[src/verilog/gdc_params.svh]
// Constants of the gauge configuration register bank: offsets, defaults, masks, timing.
// Assumes a single 25 MHz system clock; included by bare name.
`ifndef GDC_PARAMS_SVH
`define GDC_PARAMS_SVH

// ****************************************************************
// Parameter offsets
// ****************************************************************
`define GDC_OFS_GENERAL    8'h3a
`define GDC_OFS_ALERT      8'h3c

// ****************************************************************
// Reset values, writable bit masks and the IrDA encoding code
// ****************************************************************
`define GDC_GENERAL_RESET  16'h0028
`define GDC_ALERT_RESET    16'h0000
`define GDC_GENERAL_MASK   16'hfffd
`define GDC_ALERT_MASK     16'h3fff
`define GDC_ENC_IRDA       2'b01

// ****************************************************************
// Timing
// ****************************************************************
`define GDC_CLK_HZ         25000000
`define GDC_BAUD_FAST      9600
`define GDC_BAUD_SLOW      1200
`define GDC_BCAST_BASE_S   20
`define GDC_BCAST_STEP_S   20
`define GDC_SECS_PER_DAY   86400
`define GDC_BEEP_MS        100

`endif

[src/verilog/gdc_pkg.sv]
// Types of the gauge configuration register bank.
// Assumes gdc_params.svh for all numeric constants.
package gdc_pkg;

    // ****************************************************************
    // Register layouts, most significant field first
    // ****************************************************************
    typedef struct packed {
        logic       age_en;
        logic       learn_en;
        logic [1:0] enc;
        logic       baud_slow;
        logic       activated;
        logic [3:0] interval;
        logic [3:0] segs;
        logic       rsvd;
        logic       bcast_en;
    } gdc_general_t;

    typedef struct packed {
        logic [1:0] rsvd;
        logic [2:0] under_beeps;
        logic [2:0] over_beeps;
        logic [1:0] seg3_beeps;
        logic [1:0] seg2_beeps;
        logic [1:0] seg1_beeps;
        logic [1:0] empty_beeps;
    } gdc_alert_t;

    // ****************************************************************
    // Parameter access request, gauge events and beep sequencer states
    // ****************************************************************
    typedef struct packed {
        logic        wr;
        logic        rd;
        logic [7:0]  offset;
        logic [15:0] wdata;
    } gdc_par_req_t;

    typedef struct packed {
        logic       end_of_discharge;
        logic       undervolt;
        logic       overvolt;
        logic [2:0] seg_off;
        logic       empty;
    } gdc_evt_t;

    typedef enum logic [2:0] {
        GDC_BEEP_IDLE = 3'b001,
        GDC_BEEP_ON   = 3'b010,
        GDC_BEEP_GAP  = 3'b100
    } gdc_beep_t;

    // ****************************************************************
    // Whole state of the bank
    // ****************************************************************
    typedef struct packed {
        gdc_general_t gen;
        gdc_alert_t   alert;
        logic [15:0]  rdata;
        logic         rvalid;
        logic [31:0]  sec_cnt;
        logic [8:0]   bcast_sec;
        logic         bcast_pulse;
        logic [15:0]  baud_cnt;
        logic         baud_tick;
        logic [16:0]  day_sec;
        logic [7:0]   day_cnt;
        logic         derate_pulse;
        logic         learn_pulse;
        gdc_beep_t    beep;
        logic [2:0]   beeps_left;
        logic [31:0]  beep_tmr;
        logic         beep_out;
        logic [5:0]   pend;
    } gdc_state_t;

endpackage

[src/verilog/gdc_config_regs.sv]
// Gauge device configuration bank: general and audible-alert parameter words,
// with the broadcast, baud, derating, learning and beep logic they steer.
// Assumes requests and events come from logic on clk_sys, one cycle each.
//
// Function
// RULE1 - Broadcast status only while enable bit set
// RULE2 - Bar-graph segment count from four-bit field
// RULE3 - Broadcast spacing 20 s plus n times 20 s
// RULE4 - Single activation flag, cleared by default
// RULE5 - Baud 9600 when bit clear, else 1200
// RULE6 - Encoding 00 NRZ, 01 IrDA, rest reserved
// RULE7 - Learn capacity at end of discharge when enabled
// RULE8 - Derate capacity by aging rates when enabled
// RULE9 - Beep count on empty from lowest field
// RULE10 - Beep count per lowest three segments off
// RULE11 - Beep count on overvoltage, three-bit field
// RULE12 - Beep count on undervoltage, three-bit field
// RULE13 - Drop capacity 0.1 Ah per programmed days
// RULE14 - Host writes zero to reserved bits
// RULE15 - Fields load their defaults after reset
`timescale 1ns/1ps
`include "gdc_params.svh"

module gdc_config_regs #(
    parameter int SEC_CYCLES     = `GDC_CLK_HZ,
    parameter int BAUD_DIV_FAST  = `GDC_CLK_HZ / `GDC_BAUD_FAST,
    parameter int BAUD_DIV_SLOW  = `GDC_CLK_HZ / `GDC_BAUD_SLOW,
    parameter int SECS_PER_DAY   = `GDC_SECS_PER_DAY,
    parameter int BEEP_CYCLES    = (`GDC_CLK_HZ / 1000) * `GDC_BEEP_MS
) (
    input  wire logic                clk_sys,
    input  wire logic                rstn,
    input  wire gdc_pkg::gdc_par_req_t par_req,
    input  wire gdc_pkg::gdc_evt_t   evt,
    input  wire logic [7:0]          early_derate_days,
    output logic [15:0]              par_rdata,
    output logic                     par_rvalid,
    output logic                     broadcast_req,
    output logic [3:0]               bar_segment_count,
    output logic                     device_activated,
    output logic                     baud_tick,
    output logic                     irda_encoding,
    output logic                     capacity_learning_enable,
    output logic                     capacity_aging_enable,
    output logic                     learn_capacity_pulse,
    output logic                     capacity_derate_pulse,
    output logic                     beep_out
);

    // ****************************************************************
    // Elaboration checks
    // ****************************************************************
    // Counters are 16 and 17 bits wide; larger dividers would wrap
    if (BAUD_DIV_FAST < 1 || BAUD_DIV_SLOW < 1 || BAUD_DIV_SLOW > 65535 ||
        BAUD_DIV_FAST > 65535) begin : g_chk_baud
        $error("baud divider out of range");
    end
    if (SEC_CYCLES < 1 || BEEP_CYCLES < 1 || SECS_PER_DAY < 1 ||
        SECS_PER_DAY > 131071) begin : g_chk_time
        $error("timing parameter out of range");
    end

    // ****************************************************************
    // State and helpers
    // ****************************************************************
    gdc_pkg::gdc_state_t s_q;
    gdc_pkg::gdc_state_t s_d;
    logic                sec_tick;
    logic                day_tick;
    logic [8:0]          bcast_lim;
    logic [15:0]         baud_div;
    logic [5:0]          evt_vec;
    logic [5:0]          clr;
    logic [2:0]          sel_cnt;
    logic                sel_any;
    logic [2:0]          cnt_tbl [6];

    // Beep source counts, index 0 wins: overvoltage, undervoltage, empty, segments
    always_comb begin
        cnt_tbl[0] = s_q.alert.over_beeps;                         // RULE11
        cnt_tbl[1] = s_q.alert.under_beeps;                        // RULE12
        cnt_tbl[2] = {1'b0, s_q.alert.empty_beeps};                // RULE9
        cnt_tbl[3] = {1'b0, s_q.alert.seg1_beeps};                 // RULE10
        cnt_tbl[4] = {1'b0, s_q.alert.seg2_beeps};                 // RULE10
        cnt_tbl[5] = {1'b0, s_q.alert.seg3_beeps};                 // RULE10
        evt_vec    = {evt.seg_off[2], evt.seg_off[1], evt.seg_off[0],
                      evt.empty, evt.undervolt, evt.overvolt};
    end

    // Dividers derived from the stored configuration
    always_comb begin
        sec_tick  = (s_q.sec_cnt == 32'(SEC_CYCLES - 1));
        day_tick  = sec_tick && (s_q.day_sec == 17'(SECS_PER_DAY - 1));
        bcast_lim = 9'(`GDC_BCAST_BASE_S)
                  + 9'(s_q.gen.interval) * 9'(`GDC_BCAST_STEP_S);  // RULE3
        baud_div  = s_q.gen.baud_slow ? 16'(BAUD_DIV_SLOW)
                                      : 16'(BAUD_DIV_FAST);        // RULE5
    end

    // Lowest pending index picks the next beep burst
    always_comb begin
        sel_cnt = 3'h0;
        sel_any = 1'b0;
        clr     = 6'h00;
        for (int i = 5; i >= 0; i--) begin
            if (s_q.pend[i]) begin
                sel_cnt = cnt_tbl[i];
                sel_any = 1'b1;
                clr     = 6'h00;
                clr[i]  = 1'b1;
            end
        end
        if (s_q.beep != gdc_pkg::GDC_BEEP_IDLE) begin
            clr = 6'h00;
        end
    end

    // ****************************************************************
    // Next state
    // ****************************************************************
    always_comb begin
        s_d              = s_q;
        s_d.rvalid       = 1'b0;
        s_d.bcast_pulse  = 1'b0;
        s_d.baud_tick    = 1'b0;
        s_d.derate_pulse = 1'b0;
        s_d.learn_pulse  = 1'b0;

        // Parameter writes; reserved bits are forced to zero on entry
        if (par_req.wr) begin
            if (par_req.offset == `GDC_OFS_GENERAL) begin
                s_d.gen = par_req.wdata & `GDC_GENERAL_MASK;       // RULE14
            end else if (par_req.offset == `GDC_OFS_ALERT) begin
                s_d.alert = par_req.wdata & `GDC_ALERT_MASK;       // RULE14
            end
        end

        // Reads answer one cycle later; unmapped offsets read zero
        if (par_req.rd) begin
            s_d.rvalid = 1'b1;
            if (par_req.offset == `GDC_OFS_GENERAL) begin
                s_d.rdata = s_q.gen;
            end else if (par_req.offset == `GDC_OFS_ALERT) begin
                s_d.rdata = s_q.alert;
            end else begin
                s_d.rdata = 16'h0000;
            end
        end

        // One-second enable
        s_d.sec_cnt = sec_tick ? 32'h0000_0000 : s_q.sec_cnt + 32'h0000_0001;

        // Broadcast interval; held at zero while disabled so a fresh enable
        // waits a whole interval
        if (!s_q.gen.bcast_en) begin
            s_d.bcast_sec = 9'h000;                                // RULE1
        end else if (sec_tick) begin
            if (s_q.bcast_sec >= bcast_lim - 9'h001) begin
                s_d.bcast_sec   = 9'h000;
                s_d.bcast_pulse = 1'b1;                            // RULE1
            end else begin
                s_d.bcast_sec = s_q.bcast_sec + 9'h001;            // RULE3
            end
        end

        // Serial bit-rate enable
        if (s_q.baud_cnt >= baud_div - 16'h0001) begin
            s_d.baud_cnt  = 16'h0000;
            s_d.baud_tick = 1'b1;                                  // RULE5
        end else begin
            s_d.baud_cnt = s_q.baud_cnt + 16'h0001;
        end

        // A new rate or interval restarts its count, so no period is cut short
        if (s_d.gen.baud_slow != s_q.gen.baud_slow) begin
            s_d.baud_cnt = 16'h0000;                               // RULE5
        end
        if (s_d.gen.interval != s_q.gen.interval) begin
            s_d.bcast_sec = 9'h000;                                // RULE3
        end

        // Day counter for aging; a zero day count never derates
        if (sec_tick) begin
            s_d.day_sec = day_tick ? 17'h0_0000 : s_q.day_sec + 17'h0_0001;
        end
        if (!s_q.gen.age_en) begin
            s_d.day_cnt = 8'h00;                                   // RULE8
        end else if (day_tick) begin
            if (early_derate_days != 8'h00 &&
                s_q.day_cnt + 8'h01 >= early_derate_days) begin
                s_d.day_cnt      = 8'h00;
                s_d.derate_pulse = 1'b1;                           // RULE13
            end else begin
                s_d.day_cnt = s_q.day_cnt + 8'h01;
            end
        end

        // Opportunistic capacity learning
        s_d.learn_pulse = evt.end_of_discharge && s_q.gen.learn_en; // RULE7

        // Pending beep events; a new event beats a same-cycle clear
        s_d.pend = (s_q.pend & ~clr) | evt_vec;

        // Beep burst sequencer
        unique case (s_q.beep)
            gdc_pkg::GDC_BEEP_IDLE: begin
                if (sel_any && sel_cnt != 3'h0) begin
                    s_d.beep       = gdc_pkg::GDC_BEEP_ON;
                    s_d.beeps_left = sel_cnt;                      // RULE9 RULE10 RULE11 RULE12
                    s_d.beep_tmr   = 32'(BEEP_CYCLES - 1);
                    s_d.beep_out   = 1'b1;
                end
            end
            gdc_pkg::GDC_BEEP_ON: begin
                if (s_q.beep_tmr == 32'h0000_0000) begin
                    s_d.beep       = gdc_pkg::GDC_BEEP_GAP;
                    s_d.beeps_left = s_q.beeps_left - 3'h1;
                    s_d.beep_tmr   = 32'(BEEP_CYCLES - 1);
                    s_d.beep_out   = 1'b0;
                end else begin
                    s_d.beep_tmr = s_q.beep_tmr - 32'h0000_0001;
                end
            end
            gdc_pkg::GDC_BEEP_GAP: begin
                if (s_q.beep_tmr != 32'h0000_0000) begin
                    s_d.beep_tmr = s_q.beep_tmr - 32'h0000_0001;
                end else if (s_q.beeps_left == 3'h0) begin
                    s_d.beep = gdc_pkg::GDC_BEEP_IDLE;
                end else begin
                    s_d.beep     = gdc_pkg::GDC_BEEP_ON;
                    s_d.beep_tmr = 32'(BEEP_CYCLES - 1);
                    s_d.beep_out = 1'b1;
                end
            end
            default: begin
                s_d.beep     = gdc_pkg::GDC_BEEP_IDLE;
                s_d.beep_out = 1'b0;
            end
        endcase
    end

    // ****************************************************************
    // State register
    // ****************************************************************
    // Defaults: broadcast off, ten segments, 20 s, 9600 NRZ, no learning or aging
    always_ff @(posedge clk_sys or negedge rstn) begin
        if (!rstn) begin
            s_q            <= '0;
            s_q.gen        <= `GDC_GENERAL_RESET;                  // RULE15
            s_q.alert      <= `GDC_ALERT_RESET;                    // RULE15
            s_q.beep       <= gdc_pkg::GDC_BEEP_IDLE;
        end else begin
            s_q <= s_d;
        end
    end

    // Outputs straight from the state register
    assign par_rdata                = s_q.rdata;
    assign par_rvalid               = s_q.rvalid;
    assign broadcast_req            = s_q.bcast_pulse;
    assign bar_segment_count        = s_q.gen.segs;                // RULE2
    assign device_activated         = s_q.gen.activated;           // RULE4
    assign baud_tick                = s_q.baud_tick;
    assign irda_encoding            = (s_q.gen.enc == `GDC_ENC_IRDA); // RULE6
    assign capacity_learning_enable = s_q.gen.learn_en;            // RULE7
    assign capacity_aging_enable    = s_q.gen.age_en;              // RULE8
    assign learn_capacity_pulse     = s_q.learn_pulse;
    assign capacity_derate_pulse    = s_q.derate_pulse;
    assign beep_out                 = s_q.beep_out;

    logic first_q;
    // Marks the first clock after reset release
    always_ff @(posedge clk_sys or negedge rstn) begin
        if (!rstn) begin
            first_q <= 1'b1;
        end else begin
            first_q <= 1'b0;
        end
    end
endmodule

[config.mk]
export PLATFORM = sky130hd
export DESIGN_NAME = gdc_config_regs
export DESIGN_NICKNAME = d
export VERILOG_FILES = /design/src/verilog/gdc_pkg.sv /design/src/verilog/gdc_config_regs.sv
export VERILOG_INCLUDE_DIRS = /design/src /design/src/verilog
export SDC_FILE = /design/constraint.sdc
export NUM_CORES = 1
export LEC_CHECK = 0
export ABC_AREA = 1
export BUFFER_PORTS_ARGS = -buffer_cell sky130_fd_sc_hd__buf_2
export CORE_ASPECT_RATIO = 0.5
export CORE_UTILIZATION = 50
export CTS_CLUSTER_SIZE = 20
export DETAILED_ROUTE_END_ITERATION = 12
export HOLD_SLACK_MARGIN = 0.06
export PLACE_DENSITY = 0.76
export SKIP_LAST_GASP = 1
export SLEW_MARGIN = 0
export SYNTH_ARGS = -nofsm -noshare
export SYNTH_HDL_FRONTEND = slang
export SYNTH_SLANG_ARGS = --single-unit
[constraint.sdc]
create_clock -name clk_sys -period 7.77 [get_ports clk_sys]
set_clock_uncertainty 0.2 [all_clocks]
set_input_delay 1.554 -clock clk_sys [delete_from_list [all_inputs] [get_ports clk_sys]]
set_output_delay 1.554 -clock clk_sys [all_outputs]
set_load 0.005 [all_outputs]
==> results.sh, run 1 <==
export IMPL_numCtsBuffers=17
export IMPL_period_share_pct=49.5
export IMPL_ir_drop_mv=0.150
export IMPL_synth_cell_type_count=43
export IMPL_setup_viol=0
export IMPL_worstPathRequired_ns=7.85
export IMPL_synth_mux_area_fraction_pct=0
export IMPL_synth_fa_ha_area_share_pct=4.46
export IMPL_rsz0062_at_grt="false"
export IMPL_place_congestion=0.944
export IMPL_drtIter0Drc=643
export IMPL_clkSinkCount=177
export IMPL_start_util_pct=51.9
export IMPL_synth_seq_cells=177
export IMPL_drv_slew=0
export IMPL_antenna_found_initial=2
export IMPL_post_cts_resized=0
export IMPL_endpoint_kind="flip-flop"
export IMPL_synth_area_top_cells="dfrtp_1 40%, nand2_1 13%, nor2_1 7.2%"
export IMPL_grt_pass1_wl_mm=44.2
export IMPL_seq_area_frac_synth_pct=40.9
export IMPL_cellLeakagePower_nw=6.00
export IMPL_yosysTopAreaCell="dfrtp_1"
export IMPL_netlist_instances=1476
export IMPL_cts_htree_levels=4
export IMPL_num_fill_cells=1902
export IMPL_routedWlPerCell_microns=14.1
export IMPL_synth_compound_area_share_pct=7.17
export IMPL_place_hpwl_mm=18.1
export IMPL_yosysTopAreaCellShare_pct=40.2
export IMPL_power_density_mw_per_mm2=221
export IMPL_synth_top_family_by_area="simple AND/OR/NAND/NOR gates"
export IMPL_synth_most_common_cell="nand2_1"
export IMPL_synthFlopType="dfrtp_1"
export IMPL_clk_latency_ns=0.44
export IMPL_clk_pin_slew_worst_paths_ns=0.07
export IMPL_cts_root_buf="clkbuf_16"
export IMPL_core_area_sq_mm=0.0209
export IMPL_status="finished clean"
export IMPL_ant_nets=0
export IMPL_synth_warnings=0
export IMPL_syn_area_sq_mm=0.0108
export IMPL_max_freq_ghz=0.260
export IMPL_io_pins=73
export IMPL_tightest_slew_ns=1.05
export IMPL_fin_tns_setup_ns=0
export IMPL_grt_pass1_vias=9598
export IMPL_synth_nets=1557
export IMPL_critPathArrivalTime_ns=3.93
export IMPL_track_usage_pct=24.2
export IMPL_rows=37
export IMPL_instances_no_fill=1826
export IMPL_hold_class="reg2reg"
export IMPL_cts_buffer_depth=2
export IMPL_dp_cells=1792
export IMPL_design_die_area_sq_mm=0.0223
export IMPL_start_kind="primary input"
export IMPL_finalHoldViolCount=0
export IMPL_worst_path_max_fanout=16
export IMPL_overflow=0
export IMPL_io_buffer_count=72
export IMPL_drc=0
export IMPL_post_cts_buffers=0
export IMPL_die_x_microns=210
export IMPL_synthArstFlopShare_pct=100
export IMPL_ys_top_cells_by_count="373 x nand2_1, 207 x nor2_1, 174 x dfrtp_1, 166 x inv_1, 111 x nand3_1"
export IMPL_vias=9828
export IMPL_synthSimpleGateAreaFrac_pct=32.4
export IMPL_critPathKind="in2reg"
export IMPL_syn_avg_cell_area_sq_um=7.34
export IMPL_finalNetCount=1600
export IMPL_yosys_area_share_xor_xnor_pct=6.22
export IMPL_max_cap_violations=0
export IMPL_cts_tree="built"
export IMPL_fin_crit_ns=3.85
export IMPL_area_growth_pct=9.94
export IMPL_drt_total_wl_mm=25.8
export IMPL_grt_start_max_net_pins=117
export IMPL_drtPass1Iterations=6
export IMPL_drt_vias_per_instance=5.38
export IMPL_die_h_microns=106
export IMPL_drive_gt1_share_pct=8.81
export IMPL_synth_edf_count=0
export IMPL_max_slew_margin_pct=30.1
export IMPL_postCtsHoldBufs=0
## worst paths after layout
check / depth (start not counted) / slack, ns / start / end
hold reg to reg: 2 / 0.29 / s_q[176]$_DFFE_PN0P_ / s_q[176]$_DFFE_PN0P_
min in group asynchronous: 1 / 1.09 / rstn / s_q[47]$_DFFE_PN0P_
setup / recovery: 11 / 3.92 / par_req[22] / s_q[81]$_DFF_PN0_
setup reg to reg: 16 / 3.92 / s_q[173]$_DFF_PN0_ / s_q[92]$_DFFE_PN0P_
hold / removal: 2 / 0.29 / s_q[176]$_DFFE_PN0P_ / s_q[176]$_DFFE_PN0P_
max in group asynchronous: 2 / 4.88 / rstn / s_q[21]$_DFFE_PN0P_
## worst max-delay path, stage by stage
cell	delay, ns
buf_2	0.10
inv_1	0.04
nand2_1	0.06
nor2_2	0.56
nand2_1	0.23
nor2_1	0.67
nand2_1	0.15
nand2_1	0.09
o21ai_0	0.10
inv_2	0.25
nor3_1	0.11
## layer usage
| layer | GRT usage (%) | share of wire [%] | vias to the layer above |
|---|---|---|---|
| met1 | 30.2 | 45 | 4650 |
| met2 | 42.5 | 49 | 283 |
| met4 | 8.76 | 2.0 | 0 |
| met3 | 3.93 | 4.1 | 42 |
| met5 | 0 | 0 | - |
| li1 | - | - | 4853 |
## stage by stage
stage,hold WS (ns),util (%),instance area [sq um],power (mW),setup WS (ns)
final,0.293,57.1,11900,2.63,3.92
after global routing,0.317,57.1,11900,2.80,3.71
after CTS,0.294,57.0,11900,2.65,3.94
after detailed placement,0.276,54.1,11300,1.76,3.53
after global placement,0.262,54.1,11300,1.72,3.66
after floorplan,0.252,-,10800,1.61,4.51
## registers in the layout (all words and copies together) (netlist names)
signal,count
s_q,134
par_rdata,16
cnt_tbl,14
bar_segment_count,4
baud_tick,1
beep_out,1
broadcast_req,1
capacity_aging_enable,1
capacity_derate_pulse,1
capacity_learning_enable,1
device_activated,1
learn_capacity_pulse,1
par_rvalid,1
## layout make-up
class / instances / area [sq um] / share of cell area, %
flip-flops and latches: 177 / 4430 / 37.2
multi-input cells: 1074 / 5450 / 45.8
well taps: 292 / 365 / 3.07
repair buffers: 77 / 404 / 3.39
inverters: 172 / 646 / 5.42
clock inverters: 10 / 124 / 1.04
diodes: 2 / 5.00 / 0.0420
clock buffers: 22 / 484 / 4.06
## power by group
group          switching, mW  total, mW  internal, mW
Sequential            0.0957       1.11          1.02
Combinational          0.423      0.634         0.211
Clock                  0.378      0.889         0.511
Total                  0.896       2.63          1.74
## logic make-up after synthesis
group,after synthesis
AO/OA/AOI/OAI,137
XOR/XNOR,77
adder cells (fa/ha/maj),38
buffers and inverters,225
flip-flops,177
AND/OR/NAND/NOR,822
## cell usage in the layout, fill, tap and decap left out, drive strengths merged, types with 6 or more instances in the layout
cell type / n
nand2: 378
nor2: 213
dfrtp: 174
inv: 173
nand3: 113
buf: 77
o21ai: 76
nor3: 57
xor2: 56
nand4: 43
ha: 37
a21oi: 24
clkbuf: 22
xnor2: 21
a31oi: 12
nor4: 7
o211ai: 6
o2111ai: 6
No activity file was read; power rests on OpenSTA's default activity.
==> run 2, diff against run 1 <==
PLACE_DENSITY = 0.79   (was 0.76)
clock period = 3.19 ns   (was 7.77 ns; I/O delays follow)
==> results.sh, run 2 (same netlist as run 1, synthesis figures left out) <==
export IMPL_grt_use_met1_pct=30.7
export IMPL_fin_crit_ns=3.26
export IMPL_critPathKind="reg2reg"
export IMPL_place_congestion=0.953
export IMPL_critPathArrivalTime_ns=3.44
export IMPL_status="finished with violations"
export IMPL_crit_chain="ha_4, ha_4, inv_2, fa_2, xnor2_2, nand3_2, xor2_1, ha_1, a21o_1, nor2_2, nand3_2, nor2_4, buf_6, nand3_1, nor2_1, nand2_1, nand2_1"
export IMPL_period_share_pct=102
export IMPL_combPwrFrac_pct=23.8
export IMPL_drtPass1Iterations=7
export IMPL_reg2reg_from="s_q[173]$_DFF_PN0_"
export IMPL_track_usage_pct=24.6
export IMPL_dpl_worst_slack_ns=-0.127
export IMPL_crit_buf_inv=2
export IMPL_final_area_sq_mm=0.0123
export IMPL_worstPathRequired_ns=3.37
export IMPL_finalHoldViolCount=0
export IMPL_largest_register="s_q"
export IMPL_hold_depth=3
export IMPL_drive_gt1_share_pct=11.2
export IMPL_reg2reg_slack_ns=-0.07
export IMPL_ant_nets=0
export IMPL_grt_pass1_wl_mm=44.4
export IMPL_swShare_pct=33.4
export IMPL_start_kind="flip-flop"
export IMPL_drt_total_wl_mm=26.4
export IMPL_vias=10011
export IMPL_p_int_mw=4.46
export IMPL_max_freq_ghz=0.307
export IMPL_clk_latency_ns=0.45
export IMPL_cts_buffer_depth=2
export IMPL_grt_start_max_net_pins=61
export IMPL_cellLeakagePower_nw=6.17
export IMPL_io_pins=73
export IMPL_slowest_delay_ns=0.42
export IMPL_post_dp_cell_area_sq_mm=0.0115
export IMPL_cts_tree="built"
export IMPL_clk_pin_slew_worst_paths_ns=0.07
export IMPL_fin_hold_ws_ns=0.178
export IMPL_hp_start="evt[6]"
export IMPL_largest_reg_flops=134
export IMPL_die_x_microns=210
export IMPL_tightest_slew_ns=0.682
export IMPL_seqPwrFrac_pct=40.5
export IMPL_violations="setup timing"
export IMPL_final_common_cell="nand2_1"
export IMPL_routedWlPerCell_microns=14.3
export IMPL_grt_pass1_vias=9580
export IMPL_seqCellArea_sq_mm=0.00443
export IMPL_drv_slew=0
export IMPL_rsz0062_at_grt="true"
export IMPL_rr_worst_depth=17
export IMPL_antenna_found_initial=1
export IMPL_design_die_area_sq_mm=0.0223
export IMPL_max_cap_violations=0
export IMPL_area_growth_pct=13.0
export IMPL_worst_path_max_fanout=5
export IMPL_worstReg2RegEnd="s_q[91]$_DFFE_PN0P_"
export IMPL_drc=0
export IMPL_place_hpwl_mm=18.4
export IMPL_cts_htree_levels=4
export IMPL_clkSinkCount=177
export IMPL_max_slew_margin_pct=54.4
export IMPL_numCtsBuffers=17
export IMPL_power_density_mw_per_mm2=546
export IMPL_layout_common_cells="372 x nand2_1, 204 x nor2_1, 174 x dfrtp_1, 164 x inv_1, 107 x nand3_1"
export IMPL_cp_top_family="adder cells"
export IMPL_num_fill_cells=1824
export IMPL_fin_ws_ns=-0.0705
export IMPL_met2_usage_pct=42.6
export IMPL_io_buffer_count=72
export IMPL_endpoint_kind="flip-flop"
export IMPL_cts_root_buf="clkbuf_16"
export IMPL_switching_power_mw=2.23
export IMPL_multiInputGateArea_sq_mm=0.00553
export IMPL_power_mw=6.69
export IMPL_fin_tns_setup_ns=-0.512
export IMPL_drt_vias_per_instance=5.41
export IMPL_min_to="learn_capacity_pulse$_DFF_PN0_"
export IMPL_drtIter0Drc=766
export IMPL_start_util_pct=51.9
export IMPL_finalNetCount=1624
export IMPL_setup_viol=10
export IMPL_rows=37
export IMPL_slowest_stage="dfrtp_1"
export IMPL_hold_class="in2reg"
export IMPL_met3_usage_pct=3.57
export IMPL_grt_busiest_layer="met2"
export IMPL_die_h_microns=106
export IMPL_clockPowerShare_pct=35.6
export IMPL_overflow=0
export IMPL_ir_drop_mv=0.428
export IMPL_core_area_sq_mm=0.0209
run 2: changes by cell type in the layout (fill, tap and decap cells not counted), sizes merged:
cell / delta
clkbuf: -2
diode: -1
buf: +23
bufinv: +3
dlygate4sd3: +1
clkinv: -1
run 2: worst max-delay path by stage:
stage | start | end | slack, ns | cells after the start
global placement | s_q[171]$_DFF_PN0_ | s_q[92]$_DFFE_PN0P_ | 0.04 | 17
detailed placement | s_q[171]$_DFF_PN0_ | s_q[91]$_DFFE_PN0P_ | -0.13 | 17
floorplan | s_q[173]$_DFF_PN0_ | s_q[90]$_DFFE_PN0P_ | 0.04 | 16
CTS | s_q[171]$_DFF_PN0_ | s_q[91]$_DFFE_PN0P_ | -0.11 | 17
global route | s_q[171]$_DFF_PN0_ | s_q[92]$_DFFE_PN0P_ | -0.25 | 17
finish | s_q[173]$_DFF_PN0_ | s_q[91]$_DFFE_PN0P_ | -0.07 | 17
run 2: metrics by stage:
| step | util, % | instances |
|---|---|---|
| 2_1_floorplan | - | 1476 |
| 3_3_place_gp | 54.9 | 1810 |
| 6_report | 58.7 | 1849 |
| 3_5_place_dp | 54.9 | 1810 |
| 5_1_grt | 58.7 | 1849 |
| 4_1_cts | 58.2 | 1845 |
run 2: layout make-up:
cell class                      instances  area share [%]
Multi-Input combinational cell       1074            45.2
Sequential cell                       177            36.2
Inverter                              172            5.27
Timing Repair Buffer                  101            4.98
Clock buffer                           20            3.73
Tap cell                              292            2.98
Clock inverter                         12            1.67
Antenna cell                            1          0.0204
run 2: worst register-to-register path: cells and delay by family (launching register included):
kind	cells	cell delay [ns]
buffers and inverters	2	0.16
adder cells (fa/ha/maj)	4	1.09
flip-flops	1	0.42
AO/OA/AOI/OAI	1	0.21
XOR/XNOR	2	0.33
AND/OR/NAND/NOR	8	0.78
run 2: repair_timing:
| action | 4_1_cts | 5_1_grt |
|---|---|---|
| gates cloned | 0 | 1 |
| hold buffers | 1 | 0 |
| pin swaps | 2 | 23 |
| endpoints found under the setup margin | 9 | 10 |
| hold endpoints to repair | 54 | 0 |
| setup buffers | 2 | 2 |
| resized for setup | 4 | 17 |
run 2: power by group through the flow:
stage | clock network (mW) | logic, mW | registers (mW)
finish | 2.38 | 1.60 | 2.71
global route | 2.49 | 1.82 | 2.73
CTS | 2.40 | 1.58 | 2.70
detailed placement | 0 | 1.57 | 2.74
global placement | 0 | 1.48 | 2.73
floorplan | 0 | 1.25 | 2.68
run 2: routing by layer:
metal  vias to the layer above  wire length (microns)
met5                         -                      0
met4                         0                    639
met3                        58                   1080
met2                       281                  13100
met1                      4772                  11600
li1                       4900                      -
